File: src/rtl/pss_pkg.sv
package pss_pkg;

    ////////////////////////////////////////////////////////////////////////
    // clock and timing
    localparam int CLK_HZ = 100_000_000;
    localparam int FACT_MS = 10;
    localparam int FACT_CYC = CLK_HZ / 1000 * FACT_MS;
    localparam int PRE_MS = 5;
    localparam int PRE_CYC = CLK_HZ / 1000 * PRE_MS;
    localparam int TICK_US = 10;
    localparam int TICK_CYC = CLK_HZ / 1_000_000 * TICK_US;
    localparam int HIZ_US = 100;
    localparam int HIZ_CYC = CLK_HZ / 1_000_000 * HIZ_US;

    ////////////////////////////////////////////////////////////////////////
    // register byte offsets
    localparam logic [7:0] A_RESTORE = 8'h00;
    localparam logic [7:0] A_CFG0 = 8'h04;
    localparam logic [7:0] A_STATUS = 8'h28;
    localparam logic [7:0] A_STRAP = 8'h2c;

    // configuration entries, entry i sits at A_CFG0 + 4*i
    localparam int NCFG = 9;
    localparam int C_VOUT = 0;
    localparam int C_ONDLY = 1;
    localparam int C_RISE = 2;
    localparam int C_OFFDLY = 3;
    localparam int C_FALL = 4;
    localparam int C_PGCFG = 5;
    localparam int C_PGDLY = 6;
    localparam int C_HIZ = 7;
    localparam int C_OVP = 8;

    // field positions
    localparam int R_FACT_BIT = 0;
    localparam int R_DFLT_BIT = 1;
    localparam int R_USER_BIT = 2;
    localparam int R_STORE_BIT = 3;
    localparam int PG_POL_BIT = 8;
    localparam int PG_DLYEN_BIT = 9;
    localparam int HIZ_EN_BIT = 12;
    localparam int ST_ERR_BIT = 12;

    // default layer values, also the reset values of the entries
    localparam logic [15:0] DFLT_CFG [NCFG] = '{16'h0000, 16'h0000, 16'h01f4,
        16'h0000, 16'h01f4, 16'h0032, 16'h0000, 16'h0000, 16'h0e74};

    ////////////////////////////////////////////////////////////////////////
    // output voltage strap decode in millivolts
    localparam logic [1:0] LVL_LO = 2'h0;
    localparam logic [1:0] LVL_OPEN = 2'h1;
    localparam logic [1:0] LVL_HI = 2'h2;
    localparam logic [11:0] MV_LO = 12'h258;
    localparam logic [11:0] MV_OPEN = 12'h4b0;
    localparam logic [11:0] MV_HI = 12'h9c4;
    localparam int NRES = 28;
    localparam logic [11:0] RES_MV [NRES] = '{
        12'h258, 12'h28a, 12'h2bc, 12'h2ee, 12'h320, 12'h352, 12'h384,
        12'h3b6, 12'h3e8, 12'h41a, 12'h44c, 12'h47e, 12'h4b0, 12'h4e2,
        12'h514, 12'h578, 12'h5dc, 12'h640, 12'h6a4, 12'h708, 12'h76c,
        12'h7d0, 12'h834, 12'h898, 12'h8fc, 12'h9c4, 12'hbb8, 12'hce4};
    localparam logic [15:0] VMAX_NUM = 16'h000b;
    localparam logic [15:0] VMAX_DEN = 16'h000a;

    ////////////////////////////////////////////////////////////////////////
    // sequencer states
    typedef enum logic [10:0] {
        S_FACT = 11'h001,
        S_STRAP = 11'h002,
        S_DFLT = 11'h004,
        S_USER = 11'h008,
        S_READY = 11'h010,
        S_PRE = 11'h020,
        S_UP = 11'h040,
        S_ON = 11'h080,
        S_SDLY = 11'h100,
        S_DN = 11'h200,
        S_HIZ = 11'h400
    } pss_state_t;
    localparam logic [10:0] DRIVE_MASK = 11'h7c0;

endpackage

File: src/rtl/pss_sequencer.sv
// Functional notes
// - straps sampled at power-up and restore only
// - enable active high, floating reads high
// - all settings but address, sync and ceiling are bus writable
// - commanded vout clamped to 110% strap
// - factory load ignores enable and bus writes
// - load factory, strap, default, user, then ready
// - default layer sets all entries but vout; vout keeps strap value
// - user layer overrides both except ceiling
// - restore commands rerun layers; factory restarts all
// - fixed pre-ramp delay plus configured delay
// - ramp to target over soft-start time
// - ramp starts from pre-biased output voltage
// - flag error if pre-bias above overvoltage
// - power good only in tolerance, no fault
// - power good delay defaults to ramp time
// - tolerance, polarity and delay are configurable
// - stop delay then soft-stop ramp to ground
// - delay after ground then output high impedance
// - optional early high impedance below threshold
// - three-level strap selects 0.6/1.2/2.5 V
// - resistor strap decoded through 28-entry table
//
// Chosen here: the register offsets and register access over AHB-Lite.
`timescale 1ns/1ps
module pss_sequencer
    import pss_pkg::*;
#(
    parameter int FACT_CYCLES = FACT_CYC,
    parameter int PRE_CYCLES = PRE_CYC,
    parameter int HIZ_CYCLES = HIZ_CYC
) (
    // clock and reset
    input wire logic clk,
    input wire logic reset,
    // ahb-lite slave
    input wire logic hsel,
    input wire logic [31:0] haddr,
    input wire logic [1:0] htrans,
    input wire logic hwrite,
    input wire logic [2:0] hsize,
    input wire logic hready,
    input wire logic [31:0] hwdata,
    output logic [31:0] hrdata,
    output logic hreadyout,
    output logic hresp,
    // enable pin and its floating detect
    input wire logic module_en_in,
    input wire logic module_en_float,
    // strap pins
    input wire logic [2:0] addr_strap_lo,
    input wire logic [2:0] addr_strap_hi,
    input wire logic sync_strap,
    input wire logic [1:0] vout_strap_pin,
    input wire logic [4:0] vout_strap_res,
    // measured output voltage
    input wire logic [11:0] vout_sense_mv,
    // converter control and status
    output logic [11:0] vout_set_mv,
    output logic stage_drive,
    output logic power_good_out,
    output logic fault_flag,
    output logic [5:0] smbus_addr,
    output logic sync_sel
);

    ////////////////////////////////////////////////////////////////////////
    // state
    pss_state_t st_reg;
    pss_state_t st_next;
    logic [31:0] tmr_reg;
    logic [15:0] cfg_reg [NCFG];
    logic [15:0] cfg_next [NCFG];
    logic [15:0] user_reg [NCFG];
    logic user_ok_reg;
    logic [11:0] vmax_reg;
    logic [5:0] addr_reg;
    logic sync_reg;
    logic [11:0] sp_reg;
    logic [11:0] sp_next;
    logic [31:0] acc_reg;
    logic [31:0] acc_next;
    logic [11:0] diff_reg;
    logic [11:0] diff_next;
    logic up_reg;
    logic up_next;
    logic drive_reg;
    logic err_reg;
    logic [31:0] pgc_reg;
    logic pg_raw_reg;
    logic pg_out_reg;
    logic dph_wr_reg;
    logic dph_map_reg;
    logic [7:0] dph_a_reg;
    logic [31:0] rdata_reg;
    logic ready_reg;

    ////////////////////////////////////////////////////////////////////////
    // enable pin: a floating pin reads high, as the internal pull-up does
    wire en_eff = module_en_in | module_en_float;
    wire st_fact = (st_reg == S_FACT);
    wire [31:0] t1 = tmr_reg + 32'h1;
    wire [31:0] tick32 = 32'(TICK_CYC);

    ////////////////////////////////////////////////////////////////////////
    // ahb address phase and data phase decode
    wire aph = hsel & hready & htrans[1];
    wire hi_zero = (haddr[31:8] == 24'h0);
    // bus writes are dropped while factory settings load
    wire wr_en = dph_wr_reg & dph_map_reg & ~st_fact;
    wire wr_rst = wr_en & (dph_a_reg == A_RESTORE);
    wire wr_stat = wr_en & (dph_a_reg == A_STATUS);
    wire rst_fact = wr_rst & hwdata[R_FACT_BIT];
    wire rst_dflt = wr_rst & hwdata[R_DFLT_BIT];
    wire rst_user = wr_rst & hwdata[R_USER_BIT];
    wire store_user = wr_rst & hwdata[R_STORE_BIT];

    // layer load strobes, from the sequence or from a restore
    wire strap_smp = (st_reg == S_STRAP) | rst_dflt | rst_user;
    wire ld_dflt = (st_reg == S_DFLT) | rst_dflt;
    wire ld_user = ((st_reg == S_USER) | rst_user) & user_ok_reg;

    ////////////////////////////////////////////////////////////////////////
    // strap decode: three levels, or resistor table when level is 3
    wire [4:0] res_idx = (vout_strap_res < 5'(NRES)) ? vout_strap_res
                       : 5'(NRES - 1);
    wire [11:0] lvl_mv = (vout_strap_pin == LVL_LO) ? MV_LO
                       : (vout_strap_pin == LVL_OPEN) ? MV_OPEN : MV_HI;
    wire res_mode = (vout_strap_pin != LVL_LO) & (vout_strap_pin != LVL_OPEN)
                  & (vout_strap_pin != LVL_HI);
    wire [11:0] strap_mv = res_mode ? RES_MV[res_idx] : lvl_mv;
    wire [15:0] vm_mul = {4'h0, strap_mv} * VMAX_NUM;
    wire [15:0] vm_quo = vm_mul / VMAX_DEN;
    wire [11:0] vmax_cur = strap_smp ? vm_quo[11:0] : vmax_reg;

    // clamp any voltage to the strap ceiling
    function automatic logic [15:0] clamp_mv(input logic [15:0] v,
                                             input logic [11:0] m);
        clamp_mv = (v > {4'h0, m}) ? {4'h0, m} : v;
    endfunction

    ////////////////////////////////////////////////////////////////////////
    // configuration entries: user beats default beats strap beats bus
    genvar gi;
    generate
        for (gi = 0; gi < NCFG; gi++) begin : g_cfg
            wire hit = wr_en & (dph_a_reg == 8'(A_CFG0 + 4 * gi));
            wire [15:0] wval = (gi == C_VOUT) ? clamp_mv(hwdata[15:0], vmax_cur)
                             : hwdata[15:0];
            wire [15:0] uval = (gi == C_VOUT) ? clamp_mv(user_reg[gi], vmax_cur)
                             : user_reg[gi];
            // the voltage entry has no default, so the strap value survives
            assign cfg_next[gi] = ld_user ? uval
                : (ld_dflt && gi != C_VOUT) ? DFLT_CFG[gi]
                : (strap_smp && gi == C_VOUT) ? {4'h0, strap_mv}
                : hit ? wval : cfg_reg[gi];

            // entry register and its user copy
            always_ff @(posedge clk or posedge reset) begin
                if (reset) begin
                    cfg_reg[gi] <= DFLT_CFG[gi];
                    user_reg[gi] <= DFLT_CFG[gi];
                end else begin
                    cfg_reg[gi] <= cfg_next[gi];
                    if (store_user)
                        user_reg[gi] <= cfg_reg[gi];
                end
            end
        end
    endgenerate

    ////////////////////////////////////////////////////////////////////////
    // strap latches; the ceiling changes only when straps are sampled, including on default and user restores
    always_ff @(posedge clk or posedge reset) begin
        if (reset) begin
            vmax_reg <= 12'h0;
            addr_reg <= 6'h0;
            sync_reg <= 1'b0;
            user_ok_reg <= 1'b0;
        end else begin
            if (strap_smp) begin
                vmax_reg <= vm_quo[11:0];
                addr_reg <= {addr_strap_hi, addr_strap_lo};
                sync_reg <= sync_strap;
            end
            if (store_user)
                user_ok_reg <= 1'b1;
        end
    end

    ////////////////////////////////////////////////////////////////////////
    // delay and ramp lengths in cycles
    wire [31:0] pre_tot = 32'(PRE_CYCLES) + {16'h0, cfg_reg[C_ONDLY]} * tick32;
    wire [31:0] off_tot = {16'h0, cfg_reg[C_OFFDLY]} * tick32;
    wire [31:0] rise_tot = {16'h0, cfg_reg[C_RISE]} * tick32;
    wire [31:0] fall_tot = {16'h0, cfg_reg[C_FALL]} * tick32;
    wire ramp_st = (st_reg == S_UP) | (st_reg == S_DN);
    wire [31:0] ramp_tot = (st_reg == S_UP) ? rise_tot : fall_tot;
    wire ramp_end = (t1 >= ramp_tot);
    wire [11:0] vtgt = cfg_reg[C_VOUT][11:0];
    wire [11:0] ramp_tgt = (st_reg == S_UP) ? vtgt : 12'h0;
    wire [31:0] acc_sum = acc_reg + {20'h0, diff_reg};
    // early release: high impedance as soon as the setpoint falls below threshold
    wire hiz_early = (st_reg == S_DN) & cfg_reg[C_HIZ][HIZ_EN_BIT]
                   & (sp_reg < cfg_reg[C_HIZ][11:0]);

    ////////////////////////////////////////////////////////////////////////
    // sequencer next state
    always_comb begin
        st_next = st_reg;
        case (st_reg)
            S_FACT: begin
                // enable is not looked at here
                if (t1 >= 32'(FACT_CYCLES))
                    st_next = S_STRAP;
            end
            S_STRAP: st_next = S_DFLT;
            S_DFLT: st_next = S_USER;
            S_USER: st_next = S_READY;
            S_READY: begin
                if (en_eff)
                    st_next = S_PRE;
            end
            S_PRE: begin
                if (!en_eff)
                    st_next = S_READY;
                else if (t1 >= pre_tot)
                    st_next = S_UP;
            end
            S_UP: begin
                if (!en_eff)
                    st_next = S_SDLY;
                else if (ramp_end)
                    st_next = S_ON;
            end
            S_ON: begin
                if (!en_eff)
                    st_next = S_SDLY;
            end
            S_SDLY: begin
                if (t1 >= off_tot)
                    st_next = S_DN;
            end
            S_DN: begin
                if (hiz_early)
                    st_next = S_READY;
                else if (ramp_end)
                    st_next = S_HIZ;
            end
            S_HIZ: begin
                if (t1 >= 32'(HIZ_CYCLES))
                    st_next = S_READY;
            end
            default: st_next = S_FACT;
        endcase
        if (rst_fact)
            st_next = S_FACT;
    end

    // state and in-state timer
    always_ff @(posedge clk or posedge reset) begin
        if (reset) begin
            st_reg <= S_FACT;
            tmr_reg <= 32'h0;
        end else begin
            st_reg <= st_next;
            tmr_reg <= (st_next != st_reg) ? 32'h0 : t1;
        end
    end

    ////////////////////////////////////////////////////////////////////////
    // setpoint ramp: spreads diff unit steps evenly over ramp_tot cycles
    wire go_up = (st_reg == S_PRE) & (st_next == S_UP);
    wire go_dn = (st_reg == S_SDLY) & (st_next == S_DN);
    wire up_dir = (vtgt >= vout_sense_mv);

    always_comb begin
        sp_next = sp_reg;
        acc_next = acc_reg;
        diff_next = diff_reg;
        up_next = up_reg;
        if (go_up) begin
            // start from whatever voltage already sits on the output
            sp_next = vout_sense_mv;
            acc_next = 32'h0;
            up_next = up_dir;
            diff_next = up_dir ? vtgt - vout_sense_mv : vout_sense_mv - vtgt;
        end else if (go_dn) begin
            acc_next = 32'h0;
            up_next = 1'b0;
            diff_next = sp_reg;
        end else if (ramp_st) begin
            if (ramp_end) begin
                sp_next = ramp_tgt;
            end else if (acc_sum >= ramp_tot) begin
                acc_next = acc_sum - ramp_tot;
                sp_next = up_reg ? sp_reg + 12'h1 : sp_reg - 12'h1;
            end else begin
                acc_next = acc_sum;
            end
        end else if (st_reg == S_ON) begin
            sp_next = vtgt;
        end else if (st_reg == S_READY) begin
            sp_next = 12'h0;
        end
    end

    // ramp registers and output stage drive
    always_ff @(posedge clk or posedge reset) begin
        if (reset) begin
            sp_reg <= 12'h0;
            acc_reg <= 32'h0;
            diff_reg <= 12'h0;
            up_reg <= 1'b0;
            drive_reg <= 1'b0;
        end else begin
            sp_reg <= sp_next;
            acc_reg <= acc_next;
            diff_reg <= diff_next;
            up_reg <= up_next;
            drive_reg <= ((st_next & DRIVE_MASK) != 11'h0);
        end
    end

    ////////////////////////////////////////////////////////////////////////
    // pre-bias overvoltage fault; a new fault wins over a clear
    wire err_set = go_up & (vout_sense_mv > cfg_reg[C_OVP][11:0]);
    wire err_clr = wr_stat & hwdata[ST_ERR_BIT];

    always_ff @(posedge clk or posedge reset) begin
        if (reset)
            err_reg <= 1'b0;
        else
            err_reg <= err_set | (err_reg & ~err_clr);
    end

    ////////////////////////////////////////////////////////////////////////
    // power good: tolerance window, qualification delay, polarity
    wire [11:0] verr = (vout_sense_mv > vtgt) ? vout_sense_mv - vtgt
                     : vtgt - vout_sense_mv;
    wire pg_ok = (st_reg == S_ON) & ~err_reg
               & (verr <= {4'h0, cfg_reg[C_PGCFG][7:0]});
    // without its own delay enabled, power good waits one ramp time
    wire [15:0] pg_dly = cfg_reg[C_PGCFG][PG_DLYEN_BIT] ? cfg_reg[C_PGDLY]
                       : cfg_reg[C_RISE];
    wire [31:0] pg_cyc = {16'h0, pg_dly} * tick32;
    wire pg_hit = pg_ok & (pgc_reg >= pg_cyc);
    wire pg_pol = cfg_reg[C_PGCFG][PG_POL_BIT];

    always_ff @(posedge clk or posedge reset) begin
        if (reset) begin
            pgc_reg <= 32'h0;
            pg_raw_reg <= 1'b0;
            pg_out_reg <= 1'b0;
        end else begin
            // counter saturates once the delay is met
            pgc_reg <= !pg_ok ? 32'h0 : (pg_hit ? pgc_reg : pgc_reg + 32'h1);
            pg_raw_reg <= pg_hit;
            pg_out_reg <= pg_hit ^ pg_pol;
        end
    end

    ////////////////////////////////////////////////////////////////////////
    // read mux, sampled in the address phase so data is ready next cycle
    wire [3:0] rd_slot = haddr[5:2];
    wire cfg_rd = hi_zero & (haddr[7:6] == 2'h0) & (haddr[1:0] == 2'h0)
                & (rd_slot >= 4'h1) & (rd_slot <= 4'(NCFG));
    wire [3:0] rd_idx = rd_slot - 4'h1;
    wire [31:0] stat_word = {19'h0, err_reg, pg_raw_reg, st_reg};
    wire [31:0] strap_word = {12'h0, user_ok_reg, sync_reg, addr_reg, vmax_reg};
    wire [31:0] rd_word = cfg_rd ? {16'h0, cfg_reg[rd_idx]}
        : (hi_zero & haddr[7:0] == A_STATUS) ? stat_word
        : (hi_zero & haddr[7:0] == A_STRAP) ? strap_word : 32'h0;

    // zero wait states, always okay
    always_ff @(posedge clk or posedge reset) begin
        if (reset) begin
            dph_wr_reg <= 1'b0;
            dph_map_reg <= 1'b0;
            dph_a_reg <= 8'h0;
            rdata_reg <= 32'h0;
            ready_reg <= 1'b0;
        end else begin
            dph_wr_reg <= aph & hwrite;
            dph_map_reg <= hi_zero;
            dph_a_reg <= haddr[7:0];
            rdata_reg <= (aph & ~hwrite) ? rd_word : 32'h0;
            ready_reg <= 1'b1;
        end
    end

    ////////////////////////////////////////////////////////////////////////
    // outputs
    assign hrdata = rdata_reg;
    assign hreadyout = ready_reg;
    assign hresp = 1'b0;
    assign vout_set_mv = sp_reg;
    assign stage_drive = drive_reg;
    assign power_good_out = pg_out_reg;
    assign fault_flag = err_reg;
    assign smbus_addr = addr_reg;
    assign sync_sel = sync_reg;
endmodule

File: config.mk
export PLATFORM = sky130hd
export DESIGN_NAME = pss_sequencer
export DESIGN_NICKNAME = d
export VERILOG_FILES = /design/src/rtl/pss_pkg.sv /design/src/rtl/pss_sequencer.sv
export SDC_FILE = /design/constraint.sdc
export NUM_CORES = 2
export LEC_CHECK = 0
export BUFFER_PORTS_ARGS = -buffer_cell sky130_fd_sc_hd__buf_2
export CELL_PAD_IN_SITES_DETAIL_PLACEMENT = 0
export CELL_PAD_IN_SITES_GLOBAL_PLACEMENT = 1
export CORE_MARGIN = 2
export CORE_UTILIZATION = 54
export DETAILED_ROUTE_END_ITERATION = 6
export PLACE_DENSITY_LB_ADDON = 0.3
export SETUP_SLACK_MARGIN = 0.15
export SKIP_LAST_GASP = 1
export SLEW_MARGIN = 30
export SYNTH_ARGS = -nofsm -noshare
export SYNTH_HDL_FRONTEND = slang
export SYNTH_SLANG_ARGS = --single-unit
File: constraint.sdc
create_clock -name clk -period 27.1 [get_ports clk]
set_clock_uncertainty 0.2 [all_clocks]
set_input_delay 5.42 -clock clk [delete_from_list [all_inputs] [get_ports clk]]
set_output_delay 5.42 -clock clk [all_outputs]
set_load 0.05 [all_outputs]
# ---- Word-level counts from Yosys, hierarchy flattened
# Memories as Yosys holds them, arrays and structs flattened.
# Index checks and enable logic that the tools add are counted.
dict set report totals {
  reg_bits 475
  rom_bits 384
  output_inout_bits 56
  memories 1
}
# memory words width read_ports rd_ports_with_merged_regs write_ports line_no
set mem_list {}
lappend mem_list {{(name not given)} 32 12 1 0 0 pss_sequencer.sv:131} ;# wire [11:0] strap_mv = res_mode ? RES_MV[res_idx] : lvl_mv;
dict set report classes {
  n_addsub 10
  n_mul 6
  div 1
  n_lt_le_gt_ge 19
  eq_ne 33
  mux 81
  bitwise 54
  reduce_logical 21
}
# op n
set op_table {}
lappend op_table {{16-bit two-way mux} 32}
lappend op_table {{32-bit two-way mux} 8}
lappend op_table {{12-bit two-way mux} 19}
lappend op_table {{11-bit two-way mux} 12}
lappend op_table {{32-bit by 26-bit greater-or-equal comparator with 1-bit output} 4}
lappend op_table {{11-bit case mux with 11 select lines} 1}
lappend op_table {{16-bit by 7-bit multiplier with 23-bit output, second input constant} 5}
lappend op_table {{20-bit two-way mux} 4}
lappend op_table {{32-bit by 1-bit adder with 32-bit output, second input constant} 2}
lappend op_table {{16-bit binary-select mux with 4-bit select} 1}
lappend op_table {{1-bit bitwise AND} 40}
lappend op_table {{8-bit by 6-bit == test with 1-bit output, second input constant} 5}
lappend op_table {{32-bit by 12-bit adder with 32-bit output} 1}
lappend op_table {{8-bit by 5-bit == test with 1-bit output, second input constant} 4}
lappend op_table {{32-bit by 14-bit greater-or-equal comparator with 1-bit output, second input constant} 1}
lappend op_table {{32-bit by 20-bit greater-or-equal comparator with 1-bit output, second input constant} 1}
lappend op_table {{32-bit by 27-bit greater-or-equal comparator with 1-bit output} 1}
lappend op_table {{16-bit by 12-bit greater-than comparator with 1-bit output} 2}
lappend op_table {{32-bit by 26-bit subtractor with 32-bit output} 1}
lappend op_table {{3-bit nonzero test} 10}
lappend op_table {{19-bit by 26-bit adder with 27-bit output, first input constant} 1}
lappend op_table {{26-bit two-way mux} 1}
lappend op_table {{12-bit greater-than comparator} 2}
lappend op_table {{24-bit logical NOT} 1}
lappend op_table {{other kinds (47)} 66}

# ---- Logic depth before layout (Yosys ltp)
dict set report logic_depth {
  depth_word 15
  ltp_mapped 83
}

# ---- Worst setup path after synthesis
# OpenSTA, ideal clock, no wires.
dict set report synth_timing {
  kind {input port to flip-flop}
  start {input port vout_strap_res[3]}
  end {register cfg_reg[130] (netlist bit)}
  setup_ns 0.131
  arrival_time_ns 20.526
  required_time_ns 26.769
  setup_slack_ns 6.242
  cell_stages 76
  path_buffers 6
  cell_sequence {clkbuf_1 -> buf_1 -> nand3_1 -> nand2b_1 -> ha_1 -> nor2_1 -> a21oi_1 -> mux4_2 -> o21ai_0 -> ha_1 -> inv_1 -> fa_1 -> inv_1 -> ha_1 -> buf_2 -> a21o_1 -> a22o_1 -> a2111oi_2 -> (+40 left out) -> nand2b_1 -> a21oi_1 -> nor2b_1 -> o21ai_0 -> nand2b_1 -> a21oi_1 -> nor2b_1 -> o21ai_0 -> nand2b_1 -> a21oi_1 -> o21a_1 -> buf_1 -> mux2i_1 -> nand2_1 -> o211ai_1 -> o21ai_0 -> nand2_1 -> o21ai_0}
}
dict set report synth_via {
  elab_chain_cells 15
  elab_cells_between_ends 17
  classes_between {1 x mul; 1 x div; 3 x order compare; 10 x mux; 1 x bitwise; 1 x memory}
}
# item line_no
set synth_lines {}
lappend synth_lines {{from (decl)} pss_sequencer.sv:55} ;# input wire logic [4:0] vout_strap_res,
lappend synth_lines {{5-bit < comparator} pss_sequencer.sv:125} ;# wire [4:0] res_idx = (vout_strap_res < 5'(NRES)) ? vout_strap_res
lappend synth_lines {{5-bit two-way mux *} pss_sequencer.sv:125}
lappend synth_lines {{5-bit inverter with 6-bit output (implied by the code) *} pss_sequencer.sv:131}
lappend synth_lines {{memory 32 x 12 bit *} -}
lappend synth_lines {{12-bit two-way mux (implied by the code) * (2 in series)} pss_sequencer.sv:131}
lappend synth_lines {{12-bit two-way mux *} pss_sequencer.sv:131}
lappend synth_lines {{12-bit by 4-bit multiplier with 16-bit output *} pss_sequencer.sv:132} ;# wire [15:0] vm_mul = {4'h0, strap_mv} * VMAX_NUM;
lappend synth_lines {{16-bit by 4-bit divider with 16-bit output *} pss_sequencer.sv:133} ;# wire [15:0] vm_quo = vm_mul / VMAX_DEN;
lappend synth_lines {{12-bit two-way mux *} -}
lappend synth_lines {{net vmax_cur[1]} pss_sequencer.sv:134} ;# wire [11:0] vmax_cur = strap_smp ? vm_quo[11:0] : vmax_reg;
lappend synth_lines {{16-bit by 12-bit greater-than comparator with 1-bit output} -}
lappend synth_lines {{16-bit two-way mux} pss_sequencer.sv:139} ;# clamp_mv = (v > {4'h0, m}) ? {4'h0, m} : v;
lappend synth_lines {{16-bit two-way mux} pss_sequencer.sv:156} ;# : hit ? wval : cfg_reg[gi];
lappend synth_lines {{16-bit two-way mux} pss_sequencer.sv:155} ;# : (strap_smp && gi == C_VOUT) ? {4'h0, strap_mv}
lappend synth_lines {{16-bit two-way mux *} pss_sequencer.sv:153} ;# assign cfg_next[gi] = ld_user ? uval
lappend synth_lines {{to (signal, indexed assignment)} pss_sequencer.sv:161} ;# cfg_reg[gi] <= DFLT_CFG[gi];
lappend synth_lines {{to (signal, indexed assignment)} pss_sequencer.sv:164} ;# cfg_reg[gi] <= cfg_next[gi];
lappend synth_lines {{to (decl)} pss_sequencer.sv:72} ;# logic [15:0] cfg_reg [NCFG];
# The timed path passes the listed nets; every way through them passes the cells marked *. The select of a mux whose other input is x is not followed.
# A chain may end at the register's enable or synchronous reset.

# ---- Final worst setup path
# Same ends and word-level chain as after synthesis.

==> out/metrics.yaml <==
cpLargestDelayFamily: "compound AO/OA/AOI/OAI gates"
grt_use_total: 0.309
first_pass_iters: 6
ys_seq_area_frac: 0.254
grt_setup_unrepaired: "false"
synth_top_area_cell: "dfrtp_1"
yosys_warnings: 0
cts_tree: "yes"
required_ns: 27.38
pin_count: 158
cts_buffer_depth: 3
min_period_over_period: 0.886
setup-violations-final: 0
clkSinkCount: 475
first_global_vias: 38076
synth.distinct_cells: 128
synth_area_leaders: "dfrtp_1, ha_1, fa_1"
worstMarginPinSlew_ns: 1.20
drc_errors: 0
cts_htree_levels: 2
routed_wl_um: 137000
hold_buffers: 0
relSlewSlack: 0.200
crit_arrival_ns: 24.29
synthCells: 5124
start_util: 0.544
cp-start-kind: "input pin"
crit_type: "in -> reg"
slowest_stage: "xnor2_1"
finalMaxSlewViolations: 0
ys_ff_latch: 475
portBuffers: 124
insertion_delay_ns: 0.64
cts_root_buffer: "clkbuf_16"
ant_nets: 0
fmaxAchievable_ghz: 0.0417
cp-end-kind: "flop"
drive_gt1_frac: 0.111
netlist.area_leader.share: 0.229
grt_antenna_before_repair: 2
numCtsBuffers: 55
layout_min_cycle_time_ns: 24.01
synth_flop_cell: "dfrtp_1"
worst-path-buf-inv: 1
critPathMaxStageDelay_ns: 0.82
core_area_um2: 86500
cp_max_fo: 26
grt_pass1_wl_um: 218000
syn_avg_cell_area_um2: 9.18
hold_violations: 0
async_flop_share: 1.00
avgRoutedWirePerCell_um: 21.5
netlist_area_um2: 47000
hp-class: "reg -> reg"
drv_cap: 0
dp_hpwl_um: 106000
die_w_um: 299
outcome: "complete, no violations"
cpMostUsedCell: "a21oi_1"
grt_max_degree: 95
finalSetupTns_ns: 0
synth-edff-count: 0
nNetsFinal: 6063
grt-ovfl-total: 0
num_rows: 108
drt_iter0_drc: 2891
dieHeight_um: 299
syn_to_final_growth_pct: 7.71
place.gp.congestion: 0.951
routed_via_density: 6.04
postCtsSetupBuffers: 0
largest_reg_flops: 144
vias: 38353
cts_resized: 0
dieArea_um2: 89500
clk_pin_slew_ns: 0.06
fin_util: 0.586
-- final timing paths --
kind | startpoint | end | slack [ns] | depth (start not counted)
setup / recovery | vout_strap_res[3] | cfg_reg[130] | 3.09 | 69
hold / removal | diff_reg[6] | diff_reg[6] | 0.28 | 2
setup reg to reg | cfg_reg[66] | vout_set_mv[0] | 16.57 | 43
hold reg to reg | diff_reg[6] | diff_reg[6] | 0.28 | 2
max in group asynchronous | reset | pgc_reg[21] | 18.86 | 7
min in group asynchronous | reset | acc_reg[27] | 4.71 | 2
-- through the flow --
stage / cells / worst slack (ns) / hold slack [ns] / area (um2)
3_3_place_gp: 6251 / 2.82 / 0.258 / 48700
2_1_floorplan: 5136 / 6.24 / 0.243 / 47100
6_report: 6355 / 3.09 / 0.276 / 50600
3_5_place_dp: 6252 / 2.82 / 0.266 / 48700
5_1_grt: 6354 / 1.79 / 0.305 / 50600
4_1_cts: 6353 / 3.42 / 0.280 / 50600
-- Yosys cell counts, types with 11 or more instances --
library cell  instances
a22oi_1              40
mux2_2              119
xnor2_1             172
o211ai_1             30
o21ai_0             287
o31ai_1              12
nand3_1             102
nor2_1              418
mux2i_1              74
buf_1                21
nor3_1               66
inv_1               431
dfstp_2              45
ha_1                523
a21o_1               71
dfrtp_1             430
nand4_1              72
o22ai_1              23
nor2b_1              52
nor4_1               30
nor3b_1              14
o21bai_1             78
a31oi_1              20
buf_4                15
xor2_1              103
nand2_1             332
clkbuf_1            159
and2_1               54
o21ai_1              21
mux4_2               33
and3_1               42
or3_1                27
a21oi_1             545
o21a_1               28
fa_1                283
a211oi_1             29
nand2b_1             52
buf_2                11
-- per-layer routing --
metal  vias up  track usage  part of all wire
li1      18082            -                 -
met1     18800        0.421              0.43
met2      1206        0.489              0.45
met3       263       0.0481             0.067
met4         2        0.137             0.051
met5         -            0          0.000095
-- cell type report --
type	instances	area, um2
inverters	432	1630
multi-input cells	4022	32700
fillers	7802	35800
clock inverters	21	194
flip-flops and latches	475	11900
repair buffers	169	986
diodes	1	2.50
well taps	1155	1450
clock buffers	80	1700
-- tightest hold or removal path: cells and delay by family (launching register included) --
kind / cells / cell delay, ns
simple gates: 2 / 0.10
flops: 1 / 0.35
-- cells by family after synthesis --
kind of cell / Yosys count / synth area share
multiplexers: 229 / 0.0611
AND/OR/NAND/NOR: 1343 / 0.139
AO/OA/AOI/OAI: 1347 / 0.179
adder cells (fa/ha/maj): 806 / 0.260
other: 2 / 0.000160
XOR/XNOR: 283 / 0.0541
buffers and inverters: 639 / 0.0527
flip-flops: 475 / 0.254
-- cell usage in the layout (no fill, tap or decap), types with 124 or more instances in the layout --
| cell | synthesis | routed |
|---|---|---|
| nor2_1 | 418 | 416 |
| xnor2_1 | 172 | 172 |
| buf_2 | 11 | 124 |
| fa_1 | 283 | 283 |
| nand2_1 | 332 | 329 |
| dfrtp_1 | 430 | 430 |
| a21oi_1 | 545 | 540 |
| o21ai_0 | 287 | 285 |
| ha_1 | 523 | 522 |
| inv_1 | 431 | 430 |
Power is left out: the tool's default activity adds up to more than one toggle a clock period on the data nets, which glitch-free logic cannot reach.
